==> src/core/icv_pkg.sv <==
package icv_pkg;

   // ------------------------------------------------------------
   // fixed vector table, 20-bit byte addresses
   // ------------------------------------------------------------
   localparam logic [19:0] VEC_UND    = 20'hFFFDC;
   localparam logic [19:0] VEC_OVF    = 20'hFFFE0;
   localparam logic [19:0] VEC_BRK    = 20'hFFFE4;
   localparam logic [19:0] VEC_AMATCH = 20'hFFFE8;
   localparam logic [19:0] VEC_SSTEP  = 20'hFFFEC;
   localparam logic [19:0] VEC_WDT    = 20'hFFFF0;
   localparam logic [19:0] VEC_DBG    = 20'hFFFF4;
   localparam logic [19:0] VEC_NMI    = 20'hFFFF8;
   localparam logic [19:0] VEC_RESET  = 20'hFFFFC;
   localparam logic [19:0] FIXED_LO   = 20'hFFFDC;
   localparam logic [7:0]  BRK_RELOC  = 8'hFF;
   localparam logic [1:0]  VEC_LAST   = 2'h3;
   localparam logic [5:0]  TRAP_USTK  = 6'h20;
   localparam logic [5:0]  PERI_FIRST = 6'h04;
   localparam int          NUM_MATCH  = 4;

   // ------------------------------------------------------------
   // register byte offsets
   // ------------------------------------------------------------
   localparam logic [7:0] OFS_BASE   = 8'h00;
   localparam logic [7:0] OFS_MATCH0 = 8'h04;
   localparam logic [7:0] OFS_MEN    = 8'h14;
   localparam logic [7:0] OFS_MEN_HI = 8'h18;
   localparam logic [7:0] OFS_STAT   = 8'h20;
   localparam logic [7:0] OFS_MASK   = 8'h24;
   localparam logic [7:0] OFS_STATE  = 8'h28;
   localparam logic [7:0] OFS_LVL0   = 8'h40;

   // status and mask bit positions
   localparam int ST_TRAP  = 0;
   localparam int ST_NMI   = 1;
   localparam int ST_WDT   = 2;
   localparam int ST_AMAT  = 3;
   localparam int ST_PERI  = 4;
   localparam int ST_NOOVF = 5;
   localparam int ST_RELOC = 6;
   localparam int ST_W     = 7;

   typedef enum logic [1:0] {
      TK_ILLEGAL = 2'h0,
      TK_OVF     = 2'h1,
      TK_BRK     = 2'h2,
      TK_INT     = 2'h3
   } icv_trap_kind_t;

   typedef enum logic [3:0] {
      SRC_RESET = 4'h0, SRC_UND  = 4'h1, SRC_OVF   = 4'h2,
      SRC_BRK   = 4'h3, SRC_INT  = 4'h4, SRC_AMAT  = 4'h5,
      SRC_SSTEP = 4'h6, SRC_WDT  = 4'h7, SRC_DBG   = 4'h8,
      SRC_NMI   = 4'h9, SRC_PERI = 4'hA
   } icv_src_t;

   // trap request from the core, valid for one cycle
   typedef struct packed {
      logic           valid;
      icv_trap_kind_t kind;
      logic [5:0]     num;
   } icv_trap_t;

   // accepted interrupt handed back to the core
   typedef struct packed {
      icv_src_t    src;
      logic [5:0]  num;
      logic [19:0] handler;
   } icv_take_t;

endpackage

==> src/core/icv_top.sv <==
// Implementation choices: the plain strobed port and the register addresses.
`timescale 1ns/100ps
// Operation
// - maskable requests obey global enable and level; others ignore both
// - trap instructions are taken whatever the enable or levels, overflow only with its flag
// - illegal opcode trap vectors through the fixed entry at FFFDC
// - overflow trap is taken only when the overflow flag is 1; entry FFFE0
// - breakpoint uses entry FFFE4 unless its top byte is FF, then relocatable
// - vectored trap takes numbers 0..63; 4..31 share peripheral vectors
// - traps 0..31 save the stack select flag, clear it, restore on return
// - traps 32..63 leave the stack select flag as it is
// - pin, debugger, watchdog, single step and address match are non-maskable
// - peripheral requests are maskable, gated by enable and per-source level
// - falling edge on the unmaskable pin requests; entry FFFF8
// - enabled address match before execution vectors through FFFE8
// - each vector is 4 bytes; the core branches to the address read
// - fixed table spans FFFDC..FFFFF, reset vector at FFFFC
// - high bytes of fixed vectors also serve as the flash id code
// - relocatable table is 256 bytes from the base register
module icv_top #(
   parameter int NPER = 28
) (
   input  wire logic                   core_clk,
   input  wire logic                   rst_n,
   // register port
   input  wire logic [7:0]             reg_addr,
   input  wire logic [31:0]            reg_wdata,
   input  wire logic                   reg_wr,
   input  wire logic                   reg_rd,
   output logic      [31:0]            reg_rdata,
   output logic                        irq,
   // core side
   input  wire icv_pkg::icv_trap_t     trap_req,
   input  wire logic                   ovf_flag,
   input  wire logic                   ien_flag,
   input  wire logic [2:0]             cpu_level,
   input  wire logic                   fetch_valid,
   input  wire logic [19:0]            fetch_pc,
   input  wire logic                   stk_wr,
   input  wire logic                   stk_wval,
   output logic                        busy,
   output logic                        take_valid,
   output icv_pkg::icv_take_t          take,
   output logic                        stack_sel,
   output logic                        stack_saved,
   output logic                        stack_push,
   // vector fetch memory port
   output logic                        mem_rd,
   output logic      [19:0]            mem_addr,
   input  wire logic                   mem_ack,
   input  wire logic [7:0]             mem_rdata,
   // request sources
   input  wire logic                   nmi_pin_n,
   input  wire logic                   wdt_req,
   input  wire logic                   debugger_trap,
   input  wire logic                   sstep_req,
   input  wire logic [NPER-1:0]        peri_req,
   output logic      [NPER-1:0]        peri_ack
);

   typedef enum logic [2:0] {
      S_IDLE  = 3'b001,
      S_FETCH = 3'b010,
      S_DONE  = 3'b100
   } icv_state_t;

   icv_state_t               state_q;
   icv_pkg::icv_trap_t       trap_q;
   logic [19:0]              base_q;
   logic [19:0]              match_q [icv_pkg::NUM_MATCH];
   logic [1:0]               men_q;
   logic [1:0]               men_hi_q;
   logic [2:0]               lvl_q [NPER];
   logic [icv_pkg::ST_W-1:0] stat_q;
   logic [icv_pkg::ST_W-1:0] mask_q;
   logic [icv_pkg::ST_W-1:0] stat_set;
   logic                     nmi_prev_q;
   logic                     nmi_pend_q;
   logic                     wdt_pend_q;
   logic                     dbg_pend_q;
   logic                     ss_pend_q;
   logic                     am_pend_q;
   logic                     rst_pend_q;
   logic [1:0]               byte_q;
   logic [31:0]              vec_q;
   logic [7:0]               id_q;
   icv_pkg::icv_src_t        cur_src_q;
   logic [5:0]               cur_num_q;
   logic                     cur_clru_q;
   logic [NPER-1:0]          cur_peri_q;
   // selection results
   logic                     sel_v;
   icv_pkg::icv_src_t        sel_src;
   logic [19:0]              sel_addr;
   logic [5:0]               sel_num;
   logic                     sel_clru;
   logic [NPER-1:0]          sel_peri;
   logic [3:0]               men_all;
   logic                     am_hit;
   logic [2:0]               best_lvl;
   logic                     idle;
   logic                     last_byte;
   logic                     brk_reloc;
   logic [31:0]              rd_mux;

   assign idle      = (state_q == S_IDLE);
   assign men_all   = {men_hi_q, men_q};
   assign last_byte = mem_ack && (byte_q == icv_pkg::VEC_LAST);
   // breakpoint falls back to the relocatable table on FF
   assign brk_reloc = last_byte && cur_src_q == icv_pkg::SRC_BRK
                      && mem_rdata == icv_pkg::BRK_RELOC;

   // ------------------------------------------------------------
   // request capture
   // ------------------------------------------------------------

   // address match against enabled slots only
   always_comb begin
      am_hit = 1'b0;
      for (int i = 0; i < icv_pkg::NUM_MATCH; i++) begin
         if (men_all[i] && fetch_valid && fetch_pc == match_q[i]) begin
            am_hit = 1'b1;
         end
      end
   end

   // one trap held at a time; the core waits on busy
   always_ff @(posedge core_clk) begin
      if (!rst_n) begin
         trap_q <= '0;
      end else if (trap_req.valid && !trap_q.valid) begin
         // overflow trap without the flag is dropped
         trap_q.valid <= trap_req.kind != icv_pkg::TK_OVF
                         || ovf_flag;
         trap_q.kind  <= trap_req.kind;
         trap_q.num   <= trap_req.num;
      end else if (idle && sel_v && sel_src != icv_pkg::SRC_AMAT
                   && trap_q.valid && !rst_pend_q) begin
         trap_q.valid <= 1'b0;
      end
   end

   // sticky pending flags; a new event wins over the take
   always_ff @(posedge core_clk) begin
      if (!rst_n) begin
         nmi_prev_q <= 1'b1;
         nmi_pend_q <= 1'b0;
         wdt_pend_q <= 1'b0;
         dbg_pend_q <= 1'b0;
         ss_pend_q  <= 1'b0;
         am_pend_q  <= 1'b0;
         rst_pend_q <= 1'b1;
      end else begin
         nmi_prev_q <= nmi_pin_n;
         if (nmi_prev_q && !nmi_pin_n) begin
            nmi_pend_q <= 1'b1;
         end else if (idle && sel_v && sel_src == icv_pkg::SRC_NMI) begin
            nmi_pend_q <= 1'b0;
         end
         if (wdt_req) begin
            wdt_pend_q <= 1'b1;
         end else if (idle && sel_v && sel_src == icv_pkg::SRC_WDT) begin
            wdt_pend_q <= 1'b0;
         end
         if (debugger_trap) begin
            dbg_pend_q <= 1'b1;
         end else if (idle && sel_v && sel_src == icv_pkg::SRC_DBG) begin
            dbg_pend_q <= 1'b0;
         end
         if (sstep_req) begin
            ss_pend_q <= 1'b1;
         end else if (idle && sel_v && sel_src == icv_pkg::SRC_SSTEP) begin
            ss_pend_q <= 1'b0;
         end
         if (am_hit) begin
            am_pend_q <= 1'b1;
         end else if (idle && sel_v && sel_src == icv_pkg::SRC_AMAT) begin
            am_pend_q <= 1'b0;
         end
         if (idle && sel_v && sel_src == icv_pkg::SRC_RESET) begin
            rst_pend_q <= 1'b0;
         end
      end
   end

   // ------------------------------------------------------------
   // source selection
   // ------------------------------------------------------------

   // fixed order: reset, address match (must precede execution), traps,
   // then the non-maskable hardware sources, then peripherals
   always_comb begin
      sel_v    = 1'b1;
      sel_src  = icv_pkg::SRC_RESET;
      sel_addr = icv_pkg::VEC_RESET;
      sel_num  = '0;
      sel_clru = 1'b1;
      sel_peri = '0;
      best_lvl = '0;
      if (rst_pend_q) begin
         sel_addr = icv_pkg::VEC_RESET;
      end else if (am_pend_q) begin
         sel_src  = icv_pkg::SRC_AMAT;
         sel_addr = icv_pkg::VEC_AMATCH;
      end else if (trap_q.valid) begin
         // traps ignore the global enable and the levels
         unique case (trap_q.kind)
            icv_pkg::TK_ILLEGAL: begin
               sel_src  = icv_pkg::SRC_UND;
               sel_addr = icv_pkg::VEC_UND;
            end
            icv_pkg::TK_OVF: begin
               sel_src  = icv_pkg::SRC_OVF;
               sel_addr = icv_pkg::VEC_OVF;
            end
            icv_pkg::TK_BRK: begin
               sel_src  = icv_pkg::SRC_BRK;
               sel_addr = icv_pkg::VEC_BRK;
            end
            icv_pkg::TK_INT: begin
               sel_src  = icv_pkg::SRC_INT;
               sel_num  = trap_q.num;
               // base plus four bytes per number inside the 256 bytes
               sel_addr = base_q + {12'h000, trap_q.num, 2'b00};
               sel_clru = trap_q.num < icv_pkg::TRAP_USTK;
            end
         endcase
      end else if (nmi_pend_q) begin
         sel_src  = icv_pkg::SRC_NMI;
         sel_addr = icv_pkg::VEC_NMI;
      end else if (dbg_pend_q) begin
         sel_src  = icv_pkg::SRC_DBG;
         sel_addr = icv_pkg::VEC_DBG;
      end else if (wdt_pend_q) begin
         sel_src  = icv_pkg::SRC_WDT;
         sel_addr = icv_pkg::VEC_WDT;
      end else if (ss_pend_q) begin
         sel_src  = icv_pkg::SRC_SSTEP;
         sel_addr = icv_pkg::VEC_SSTEP;
      end else begin
         // highest level above the core's level wins, lowest index on ties
         sel_v = 1'b0;
         for (int i = 0; i < NPER; i++) begin
            if (peri_req[i] && lvl_q[i] > best_lvl
                && lvl_q[i] > cpu_level && ien_flag) begin
               best_lvl = lvl_q[i];
               sel_v    = 1'b1;
               sel_src  = icv_pkg::SRC_PERI;
               sel_num  = icv_pkg::PERI_FIRST + 6'(i);
               sel_addr = base_q + {12'h000, sel_num, 2'b00};
               sel_peri = '0;
               sel_peri[i] = 1'b1;
            end
         end
      end
   end

   // ------------------------------------------------------------
   // vector fetch sequence
   // ------------------------------------------------------------

   // four byte reads, ascending, assembled little-endian
   always_ff @(posedge core_clk) begin
      if (!rst_n) begin
         state_q    <= S_IDLE;
         byte_q     <= '0;
         vec_q      <= '0;
         mem_rd     <= 1'b0;
         mem_addr   <= '0;
         cur_src_q  <= icv_pkg::SRC_RESET;
         cur_num_q  <= '0;
         cur_clru_q <= 1'b0;
         cur_peri_q <= '0;
         take_valid <= 1'b0;
         take       <= '0;
         peri_ack   <= '0;
         busy       <= 1'b0;
         id_q       <= '0;
      end else begin
         mem_rd     <= 1'b0;
         take_valid <= 1'b0;
         peri_ack   <= '0;
         unique case (state_q)
            S_IDLE: begin
               busy <= trap_q.valid;
               if (sel_v) begin
                  state_q    <= S_FETCH;
                  busy       <= 1'b1;
                  byte_q     <= '0;
                  mem_rd     <= 1'b1;
                  mem_addr   <= sel_addr;
                  cur_src_q  <= sel_src;
                  cur_num_q  <= sel_num;
                  cur_clru_q <= sel_clru;
                  cur_peri_q <= sel_peri;
               end
            end
            S_FETCH: begin
               if (mem_ack) begin
                  vec_q[8*byte_q +: 8] <= mem_rdata;
                  if (brk_reloc) begin
                     // retry through relocatable entry 0
                     byte_q   <= '0;
                     mem_rd   <= 1'b1;
                     mem_addr <= base_q;
                     cur_src_q <= icv_pkg::SRC_INT;
                  end else if (last_byte) begin
                     state_q <= S_DONE;
                  end else begin
                     byte_q   <= byte_q + 2'd1;
                     mem_rd   <= 1'b1;
                     mem_addr <= mem_addr + 20'd1;
                  end
                  // top byte of a fixed entry doubles as id code
                  if (last_byte && mem_addr >= icv_pkg::FIXED_LO) begin
                     id_q <= mem_rdata;
                  end
               end
            end
            S_DONE: begin
               state_q      <= S_IDLE;
               busy         <= 1'b0;
               take_valid   <= 1'b1;
               take.src     <= cur_src_q;
               take.num     <= cur_num_q;
               take.handler <= vec_q[19:0];
               peri_ack     <= cur_peri_q;
            end
         endcase
      end
   end

   // ------------------------------------------------------------
   // stack select flag
   // ------------------------------------------------------------

   // saved copy is what the core pushes; a write restores on return
   always_ff @(posedge core_clk) begin
      if (!rst_n) begin
         stack_sel   <= 1'b0;
         stack_saved <= 1'b0;
         stack_push  <= 1'b0;
      end else begin
         stack_push <= 1'b0;
         if (state_q == S_DONE && cur_clru_q) begin
            stack_saved <= stack_sel;
            stack_push  <= 1'b1;
            stack_sel   <= 1'b0;
         end else if (stk_wr) begin
            stack_sel <= stk_wval;
         end
      end
   end

   // ------------------------------------------------------------
   // registers
   // ------------------------------------------------------------

   // event set bits for the status register
   always_comb begin
      stat_set = '0;
      stat_set[icv_pkg::ST_TRAP]  = take_valid
         && take.src inside {icv_pkg::SRC_UND, icv_pkg::SRC_OVF,
                             icv_pkg::SRC_BRK, icv_pkg::SRC_INT};
      stat_set[icv_pkg::ST_NMI]   = nmi_prev_q && !nmi_pin_n;
      stat_set[icv_pkg::ST_WDT]   = wdt_req;
      stat_set[icv_pkg::ST_AMAT]  = am_hit;
      stat_set[icv_pkg::ST_PERI]  = take_valid
                                    && take.src == icv_pkg::SRC_PERI;
      stat_set[icv_pkg::ST_NOOVF] = trap_req.valid && !trap_q.valid
         && trap_req.kind == icv_pkg::TK_OVF && !ovf_flag;
      stat_set[icv_pkg::ST_RELOC] = brk_reloc;
   end

   // configuration writes
   always_ff @(posedge core_clk) begin
      if (!rst_n) begin
         base_q   <= '0;
         men_q    <= '0;
         men_hi_q <= '0;
         mask_q   <= '0;
      end else if (reg_wr) begin
         unique case (reg_addr)
            icv_pkg::OFS_BASE:   base_q   <= reg_wdata[19:0];
            icv_pkg::OFS_MEN:    men_q    <= reg_wdata[1:0];
            icv_pkg::OFS_MEN_HI: men_hi_q <= reg_wdata[1:0];
            icv_pkg::OFS_MASK:   mask_q   <= reg_wdata[icv_pkg::ST_W-1:0];
            default: ;
         endcase
      end
   end

   // match address slots and peripheral levels, one per entry
   for (genvar g = 0; g < icv_pkg::NUM_MATCH; g++) begin : g_match
      always_ff @(posedge core_clk) begin
         if (!rst_n) begin
            match_q[g] <= '0;
         end else if (reg_wr
                      && reg_addr == icv_pkg::OFS_MATCH0 + 8'(4*g)) begin
            match_q[g] <= reg_wdata[19:0];
         end
      end
   end
   for (genvar g = 0; g < NPER; g++) begin : g_lvl
      always_ff @(posedge core_clk) begin
         if (!rst_n) begin
            lvl_q[g] <= '0;                // level 0 keeps the source off
         end else if (reg_wr
                      && reg_addr == icv_pkg::OFS_LVL0 + 8'(4*g)) begin
            lvl_q[g] <= reg_wdata[2:0];
         end
      end
   end

   // sticky status: write one to clear, a same-cycle event stays set
   always_ff @(posedge core_clk) begin
      if (!rst_n) begin
         stat_q <= '0;
         irq    <= 1'b0;
      end else begin
         if (reg_wr && reg_addr == icv_pkg::OFS_STAT) begin
            stat_q <= (stat_q & ~reg_wdata[icv_pkg::ST_W-1:0]) | stat_set;
         end else begin
            stat_q <= stat_q | stat_set;
         end
         irq <= |(stat_q & mask_q);
      end
   end

   // read mux; unmapped offsets read zero
   always_comb begin
      rd_mux = '0;
      if (reg_addr == icv_pkg::OFS_BASE) rd_mux[19:0] = base_q;
      if (reg_addr == icv_pkg::OFS_MEN) rd_mux[1:0] = men_q;
      if (reg_addr == icv_pkg::OFS_MEN_HI) rd_mux[1:0] = men_hi_q;
      if (reg_addr == icv_pkg::OFS_STAT) rd_mux[icv_pkg::ST_W-1:0] = stat_q;
      if (reg_addr == icv_pkg::OFS_MASK) rd_mux[icv_pkg::ST_W-1:0] = mask_q;
      if (reg_addr == icv_pkg::OFS_STATE) begin
         rd_mux[2:0]   = state_q;
         rd_mux[3]     = stack_sel;
         rd_mux[7:4]   = cur_src_q;
         rd_mux[15:8]  = id_q;
      end
      for (int i = 0; i < icv_pkg::NUM_MATCH; i++) begin
         if (reg_addr == icv_pkg::OFS_MATCH0 + 8'(4*i)) begin
            rd_mux[19:0] = match_q[i];
         end
      end
      for (int i = 0; i < NPER; i++) begin
         if (reg_addr == icv_pkg::OFS_LVL0 + 8'(4*i)) begin
            rd_mux[2:0] = lvl_q[i];
         end
      end
   end

   // read data stand for the one cycle after the strobe only
   always_ff @(posedge core_clk) begin
      if (!rst_n) begin
         reg_rdata <= '0;
      end else begin
         reg_rdata <= reg_rd ? rd_mux : 32'h0000_0000;
      end
   end

endmodule

==> config.mk <==
export PLATFORM = sky130hd
export DESIGN_NAME = icv_top
export DESIGN_NICKNAME = d
export VERILOG_FILES = /design/src/core/icv_pkg.sv /design/src/core/icv_top.sv
export SDC_FILE = /design/constraint.sdc
export NUM_CORES = 2
export LEC_CHECK = 0
export ABC_CLOCK_PERIOD_IN_PS = 46200
export BUFFER_PORTS_ARGS = -buffer_cell sky130_fd_sc_hd__buf_4
export CORE_UTILIZATION = 45
export CTS_CLUSTER_SIZE = 40
export DETAILED_ROUTE_END_ITERATION = 16
export HOLD_SLACK_MARGIN = 0.05
export PLACE_DENSITY = 0.65
export SLEW_MARGIN = 20
export SYNTH_ARGS = -nofsm -noshare
export SYNTH_HDL_FRONTEND = slang
export SYNTH_SLANG_ARGS = --single-unit
==> constraint.sdc <==
create_clock -name core_clk -period 46.2 [get_ports core_clk]
set_input_delay 0 -clock core_clk [delete_from_list [all_inputs] [get_ports core_clk]]
set_output_delay 0 -clock core_clk [all_outputs]
set_load 0.1 [all_outputs]
Word-level counts from Yosys, hierarchy flattened --
Memories as Yosys holds them, arrays and structs flattened. Index checks and enable logic that the tools add are counted.
Storage, ports and cells: bits in registers 255, memories 2, latch bits 0, memory bits (writable) 164, output and inout port bits 117, word-level logic and storage cells 1026, memory bits (read-only) 0
Cells by class: muxes and demuxes 611, shift-type cells 2, order comparisons 58, div/mod/pow operators 0, reductions and logical operators 177, $add $sub $neg 32, bitwise gates (word level) 38, eq/ne operators 69, multipliers 0
Memory list:
- lvl_q | words 28, bits a word 3, read ports 28, clocked after memory_dff 0, write ports 28, RTL line icv_top.sv:73 | logic [2:0] lvl_q [NPER];
- match_q | words 4, bits a word 20, read ports 4, clocked after memory_dff 0, write ports 4, RTL line icv_top.sv:70 | logic [19:0] match_q [icv_pkg::NUM_MATCH];
Operators by type and width (count):
- $mux 20 | 48
- $mux 28 | 34
- $mux 3 | 277
- $add 20x7->20 const B | 16
- $mux 6 | 35
- $gt 3x3->1 | 55
- $add 20x6->20 const B | 8
- $mux 1 | 160
- $mux 4 | 38
- $logic_and 1x1->1 | 146
- $eq 8x7->1 const B | 16
- $eq 8x8->1 const B | 13
- $add 20x5->20 const B | 4
- $eq 20x20->1 | 4
- $pmux 20 s4 | 1
- $pmux 20 s2 | 1
- $neg 5->34 | 1
- $shift 8x34->32 const A | 1
- $shiftx 8x34->32 | 1
- $bwmux 32 | 1
- $or 1x1->1 | 32
- $eq 8x5->1 const B | 3
- $eq 8x6->1 const B | 3
- $mux 7 | 3
- other kinds (44) | 86

Depth between registers and ports, before layout --
An unclocked memory read counts as a cell.
depth in word-level cells 343, depth in mapped cells 210

Worst setup path after synthesis --
No wires, ideal clock.
path kind in2reg, start point input port cpu_level[2], end point register mem_addr[16], stages on the path 206, path buffers 22, data required time 46.084 ns, slack 5.688 ns, arrival time 40.396 ns, path through inv_1 -> ha_1 -> and3_1 -> a211oi_4 -> nand2_1 -> ha_1 -> nand3b_1 -> a22oi_1 -> nand2_1 -> clkbuf_1 -> o21ai_0 -> ha_1 -> nor2_1 -> o211ai_1 -> a31oi_1 -> nor2_1 -> a21oi_1 -> ha_1 -> [... 170 more ...] -> o21ai_0 -> inv_1 -> o21ai_0 -> clkbuf_1 -> clkbuf_1 -> mux2_2 -> ha_1 -> nand3_1 -> nand3_1 -> a31oi_1 -> o221ai_1 -> clkbuf_1 -> nor2_1 -> a21oi_1 -> a221o_1 -> nand2b_1 -> or4b_1 -> a31o_2
Between the ends: cells in the longest elaborated chain, start to end 337
RTL lines:
- from (decl) | RTL line icv_top.sv:36 | input wire logic [2:0] cpu_level,
- $gt 3x3->1 | RTL line icv_top.sv:245 | && lvl_q[i] > cpu_level && ien_flag) begin
- $logic_and 1x1->1 (2 in series) | RTL line icv_top.sv:245
- $mux 3 | RTL line icv_top.sv:244 | if (peri_req[i] && lvl_q[i] > best_lvl
- $mux 3 | RTL line icv_top.sv:237 | end else if (ss_pend_q) begin
- $mux 3 | RTL line icv_top.sv:234 | end else if (wdt_pend_q) begin
- $mux 3 | RTL line icv_top.sv:231 | end else if (dbg_pend_q) begin
- $mux 3 | RTL line icv_top.sv:228 | end else if (nmi_pend_q) begin
- $mux 3 | RTL line icv_top.sv:205 | end else if (trap_q.valid) begin
- [... 320 more ...]
- $mux 1 or $mux 20 (tied branches) | RTL line icv_top.sv:234
- $mux 1 or $mux 20 (tied branches) | RTL line icv_top.sv:231
- $mux 1 or $mux 20 (tied branches) | RTL line icv_top.sv:228
- $mux 1 or $mux 20 (tied branches) | RTL line icv_top.sv:205
- $mux 1 or $mux 20 (tied branches) | RTL line icv_top.sv:202 | end else if (am_pend_q) begin
- $mux 1 or $mux 20 (tied branches) | RTL line icv_top.sv:200 | if (rst_pend_q) begin
- $ne 2x2->1 (no line) or $mux 20 (tied branches)
- $reduce_and 4->1 (no line) or $pmux 20 s2 (tied branches)
- to (signal assigned) | RTL line icv_top.sv:291 | mem_addr <= sel_addr;
- to (signal assigned) | RTL line icv_top.sv:305 | mem_addr <= base_q;
- to (signal assigned) | RTL line icv_top.sv:312 | mem_addr <= mem_addr + 20'd1;
- to (decl) | RTL line icv_top.sv:49 | output logic [19:0] mem_addr,
Several ways; a longest one is shown, not always the timed one. The select of a mux whose other input is x is not followed. A chain may end at the register's enable or synchronous reset.

==> flow_summary.toml <==
[detailed_routing]
drcViolationCount = 0
vias = 37500
wire_per_inst_um = 25.7
routed_wl_um = 147000
detail_route.vias_per_cell = 6.57
drtIter0Drc = 4885
drtPass1Iterations = 7
ant_nets = 0

[timing]
hold_viol = 0
fin_setup_tns_ps = 0
max_freq_mhz = 23.0
setup_viol = 0
maxSlewViolCount = 0
worst_pin_slew_ps = 1080
period_needed_ps = 43470
post-route-period-util_pct = 94.1
rsz0062_at_grt = "false"
fin_skew_ps = 23.8
max_slew_margin_pct = 26.0

[cts]
htree_levels = 2
cts_made_buffers = 43
cts_tree = "done"
clockRootBuffer = "clkbuf_16"
clock_latency_ps = 600
clock-sinks = 395
clk_pin_slew_ps = 60
clk_path_buf_depth = 3

[die]
rows = 100
die-height_um = 276
num_io_pins = 239
initial_core_util_pct = 45.4
coreArea_um2 = 74300
die_w_um = 276
dieArea_um2 = 76000

[setup_path]
cp-start-kind = "flip-flop"
cp_slowest_cell = "o41ai_1"
arrival_ps = 43920
crit_required_ps = 46650
critical_path_buf_inv_count = 15
critPathMaxFanout = 34
cpMostUsedCell = "nor2_1"
cp_slowest_stage_delay_ps = 590
cpLargestDelayFamily = "compound AO/OA/AOI/OAI gates"
path_class = "reg2reg"
cp-end-kind = "flip-flop"

[hold_path]
hp-class = "in2reg"

[cells_and_area]
fin_nets = 4980
drive_gt1_share_pct = 10.1
area_growth_pct = 13.6
final_cells = 5707
fin_util_pct = 51.6
diodes = 0

[logic_synthesis]
syn-instance-count = 4595
synth-seq-cells = 395
dominantRegCellSynth = "dfxtp_1"
synth-edff-count = 164
syn_area_um2 = 33700
ys_types = 102
syn_area_per_cell_um2 = 7.34
synth-seq-area-share_pct = 28.3
synthArstFlopShare_pct = 0
yosysWarnings = 0

[global_route]
track_usage_pct = 37.2
grt_pass1_wl_um = 216000
grt_pass1_vias = 34500
overflow = 0
grt_max_degree = 63
antenna_found_initial = 0

[placement]
place_inst = 5562
hpwl_um = 107000
portBuffers = 214
gp_congestion = 1.03

[power_and_ir_drop]
p_total_w = 0.00112
p_per_area_nw_per_um2 = 29.2
p_leak_nw = 13.9
ir_drop_uv = 32.3

[flow_run]
max_cap_violations = 0

[outcome]
status = "complete, no violations"
==> worst min-delay path, cell delays in order <==
cell,delay [ps]
buf_4,120
nor2b_1,230
a22oi_1,200
nor2_1,50
==> cells by family (layout without fill, tap and decap cells) <==
kind of cell               count (synthesis)  after routing  synth area share (%)
AOI/OAI and AO/OA                       1419           1419                  28.0
xor gates and xnor gates                 256            256                  6.65
adders and majority gates                160            160                  5.91
buffers and inverters                    452            584                  5.25
DFF                                      395            395                  28.3
muxes                                     29             29                 0.909
other                                      1             12                0.0111
and+or+nand+nor                         1883           1883                  25.0
==> layout by cell type (no fill, tap or decap), types with 47 or more instances in the layout <==
cell | synthesis | final
nor3_1 | 79 | 79
nand3_1 | 171 | 171
inv_1 | 103 | 102
dfxtp_1 | 231 | 228
dlygate4sd3_1 | 0 | 67
a22oi_1 | 86 | 86
ha_1 | 152 | 152
nor2_1 | 534 | 534
and3_1 | 74 | 74
and2_1 | 116 | 114
nand2_1 | 712 | 709
a211oi_1 | 54 | 53
a21oi_1 | 392 | 391
buf_4 | 13 | 333
o22ai_1 | 47 | 47
xnor2_1 | 178 | 178
a31oi_1 | 89 | 87
xor2_1 | 78 | 78
edfxtp_1 | 164 | 164
o211ai_1 | 48 | 48
o21ai_0 | 254 | 251
==> layer usage <==
metal / GRT usage [%] / vias to the layer above / wire, um
met4: 20.7 / 0 / 9130
li1: - / 16900 / -
met3: 7.34 / 462 / 16200
met2: 57.7 / 2465 / 63700
met5: 0 / - / 0
met1: 48.5 / 17600 / 57600
==> metrics by stage <==
| stage | area [um^2] | setup slack (ps) | hold slack, ps |
|---|---|---|---|
| 2_1_floorplan | 33800 | 5690 | 101 |
| 3_3_place_gp | 36200 | 3150 | 220 |
| 3_5_place_dp | 36200 | 2450 | 214 |
| 4_1_cts | 38300 | 2360 | 53.2 |
| 5_1_grt | 38300 | 48.8 | 88.4 |
| 6_report | 38300 | 2730 | 73.4 |
==> synth_stat cells (12+ instances only) <==
cell type  number  share of area [%]
a221oi_1       41                1.1
nand2b_1       21               0.39
nor4_1         32               0.59
a2111oi_0      14               0.36
inv_1         103                1.1
xnor2_1       178                4.6
or3_1          13               0.24
dfxtp_1       231                 14
o2111ai_1      28               0.73
nand3_1       171                2.5
nor2_1        534                5.9
nor3_1         79                1.2
buf_1          43               0.48
a21o_1         39               0.87
o221ai_1       29               0.75
buf_4          13               0.29
nand2_1       712                7.9
o311ai_0       13               0.34
a221o_1        15               0.45
a311oi_1       27               0.70
nand4_1        45               0.83
o211ai_1       48                1.1
ha_1          152                5.6
mux2i_1        16               0.47
o21ai_0       254                3.8
and3_1         74                1.4
xor2_1         78                2.0
buf_2          13               0.19
a22o_1         21               0.55
o22ai_1        47               0.87
a21oi_1       392                5.8
mux2_2         13               0.43
o31ai_1        27               0.60
a22oi_1        86                1.9
nor2b_1        35               0.65
a211o_1        12               0.31
a31oi_1        89                1.7
o21a_1         32               0.71
clkbuf_1      276                3.1
and2_1        116                2.2
a211oi_1       54                1.2
edfxtp_1      164                 15
==> path summary, 6_finish.rpt <==
| check | start | to | slack (ps) | depth (start not counted) |
|---|---|---|---|---|
| min reg2reg | cur_peri_q[23] | cur_peri_q[23] | 450 | 2 |
| max | lvl_q[0][2] | mem_addr[19] | 2730 | 195 |
| max reg2reg | lvl_q[0][2] | mem_addr[19] | 2730 | 195 |
| min | trap_req[8] | stat_q[5] | 70 | 4 |
==> sequential cells by signal, summed over array words and instances (netlist names), 8 cells and up <==
name	flops
lvl_q	84
match_q	80
take	30
cur_peri_q	28
peri_ack	28
base_q	20
mem_addr	20
reg_rdata	20
vec_q	20
trap_q	9
id_q	8
==> where the power goes <==
part / internal [W] / total, W / leakage [nW] / switching (W)
logic: 0.000136 / 0.000374 / 9.79 / 0.000238
registers: 0.000375 / 0.000392 / 3.43 / 0.0000172
clock network: 0.000201 / 0.000354 / 0.690 / 0.000154
==> timing repair <==
action | 4_1_cts | 5_1_grt
gates resized for setup | 0 | 6
hold buffers | 67 | 0
setup endpoints to repair | 0 | 71
setup buffers | 0 | 0
hold endpoints to repair | 215 | 0
==> layout make-up <==
class,count,area [um^2]
clock buffers,58,1190
clock inverters,20,226
fillers,7316,36000
inverters,106,400
multi-input cells,3759,22600
flip-flops and latches,395,9550
well taps,969,1210
repair buffers,400,3170
No activity file was read; power rests on OpenSTA's default activity.
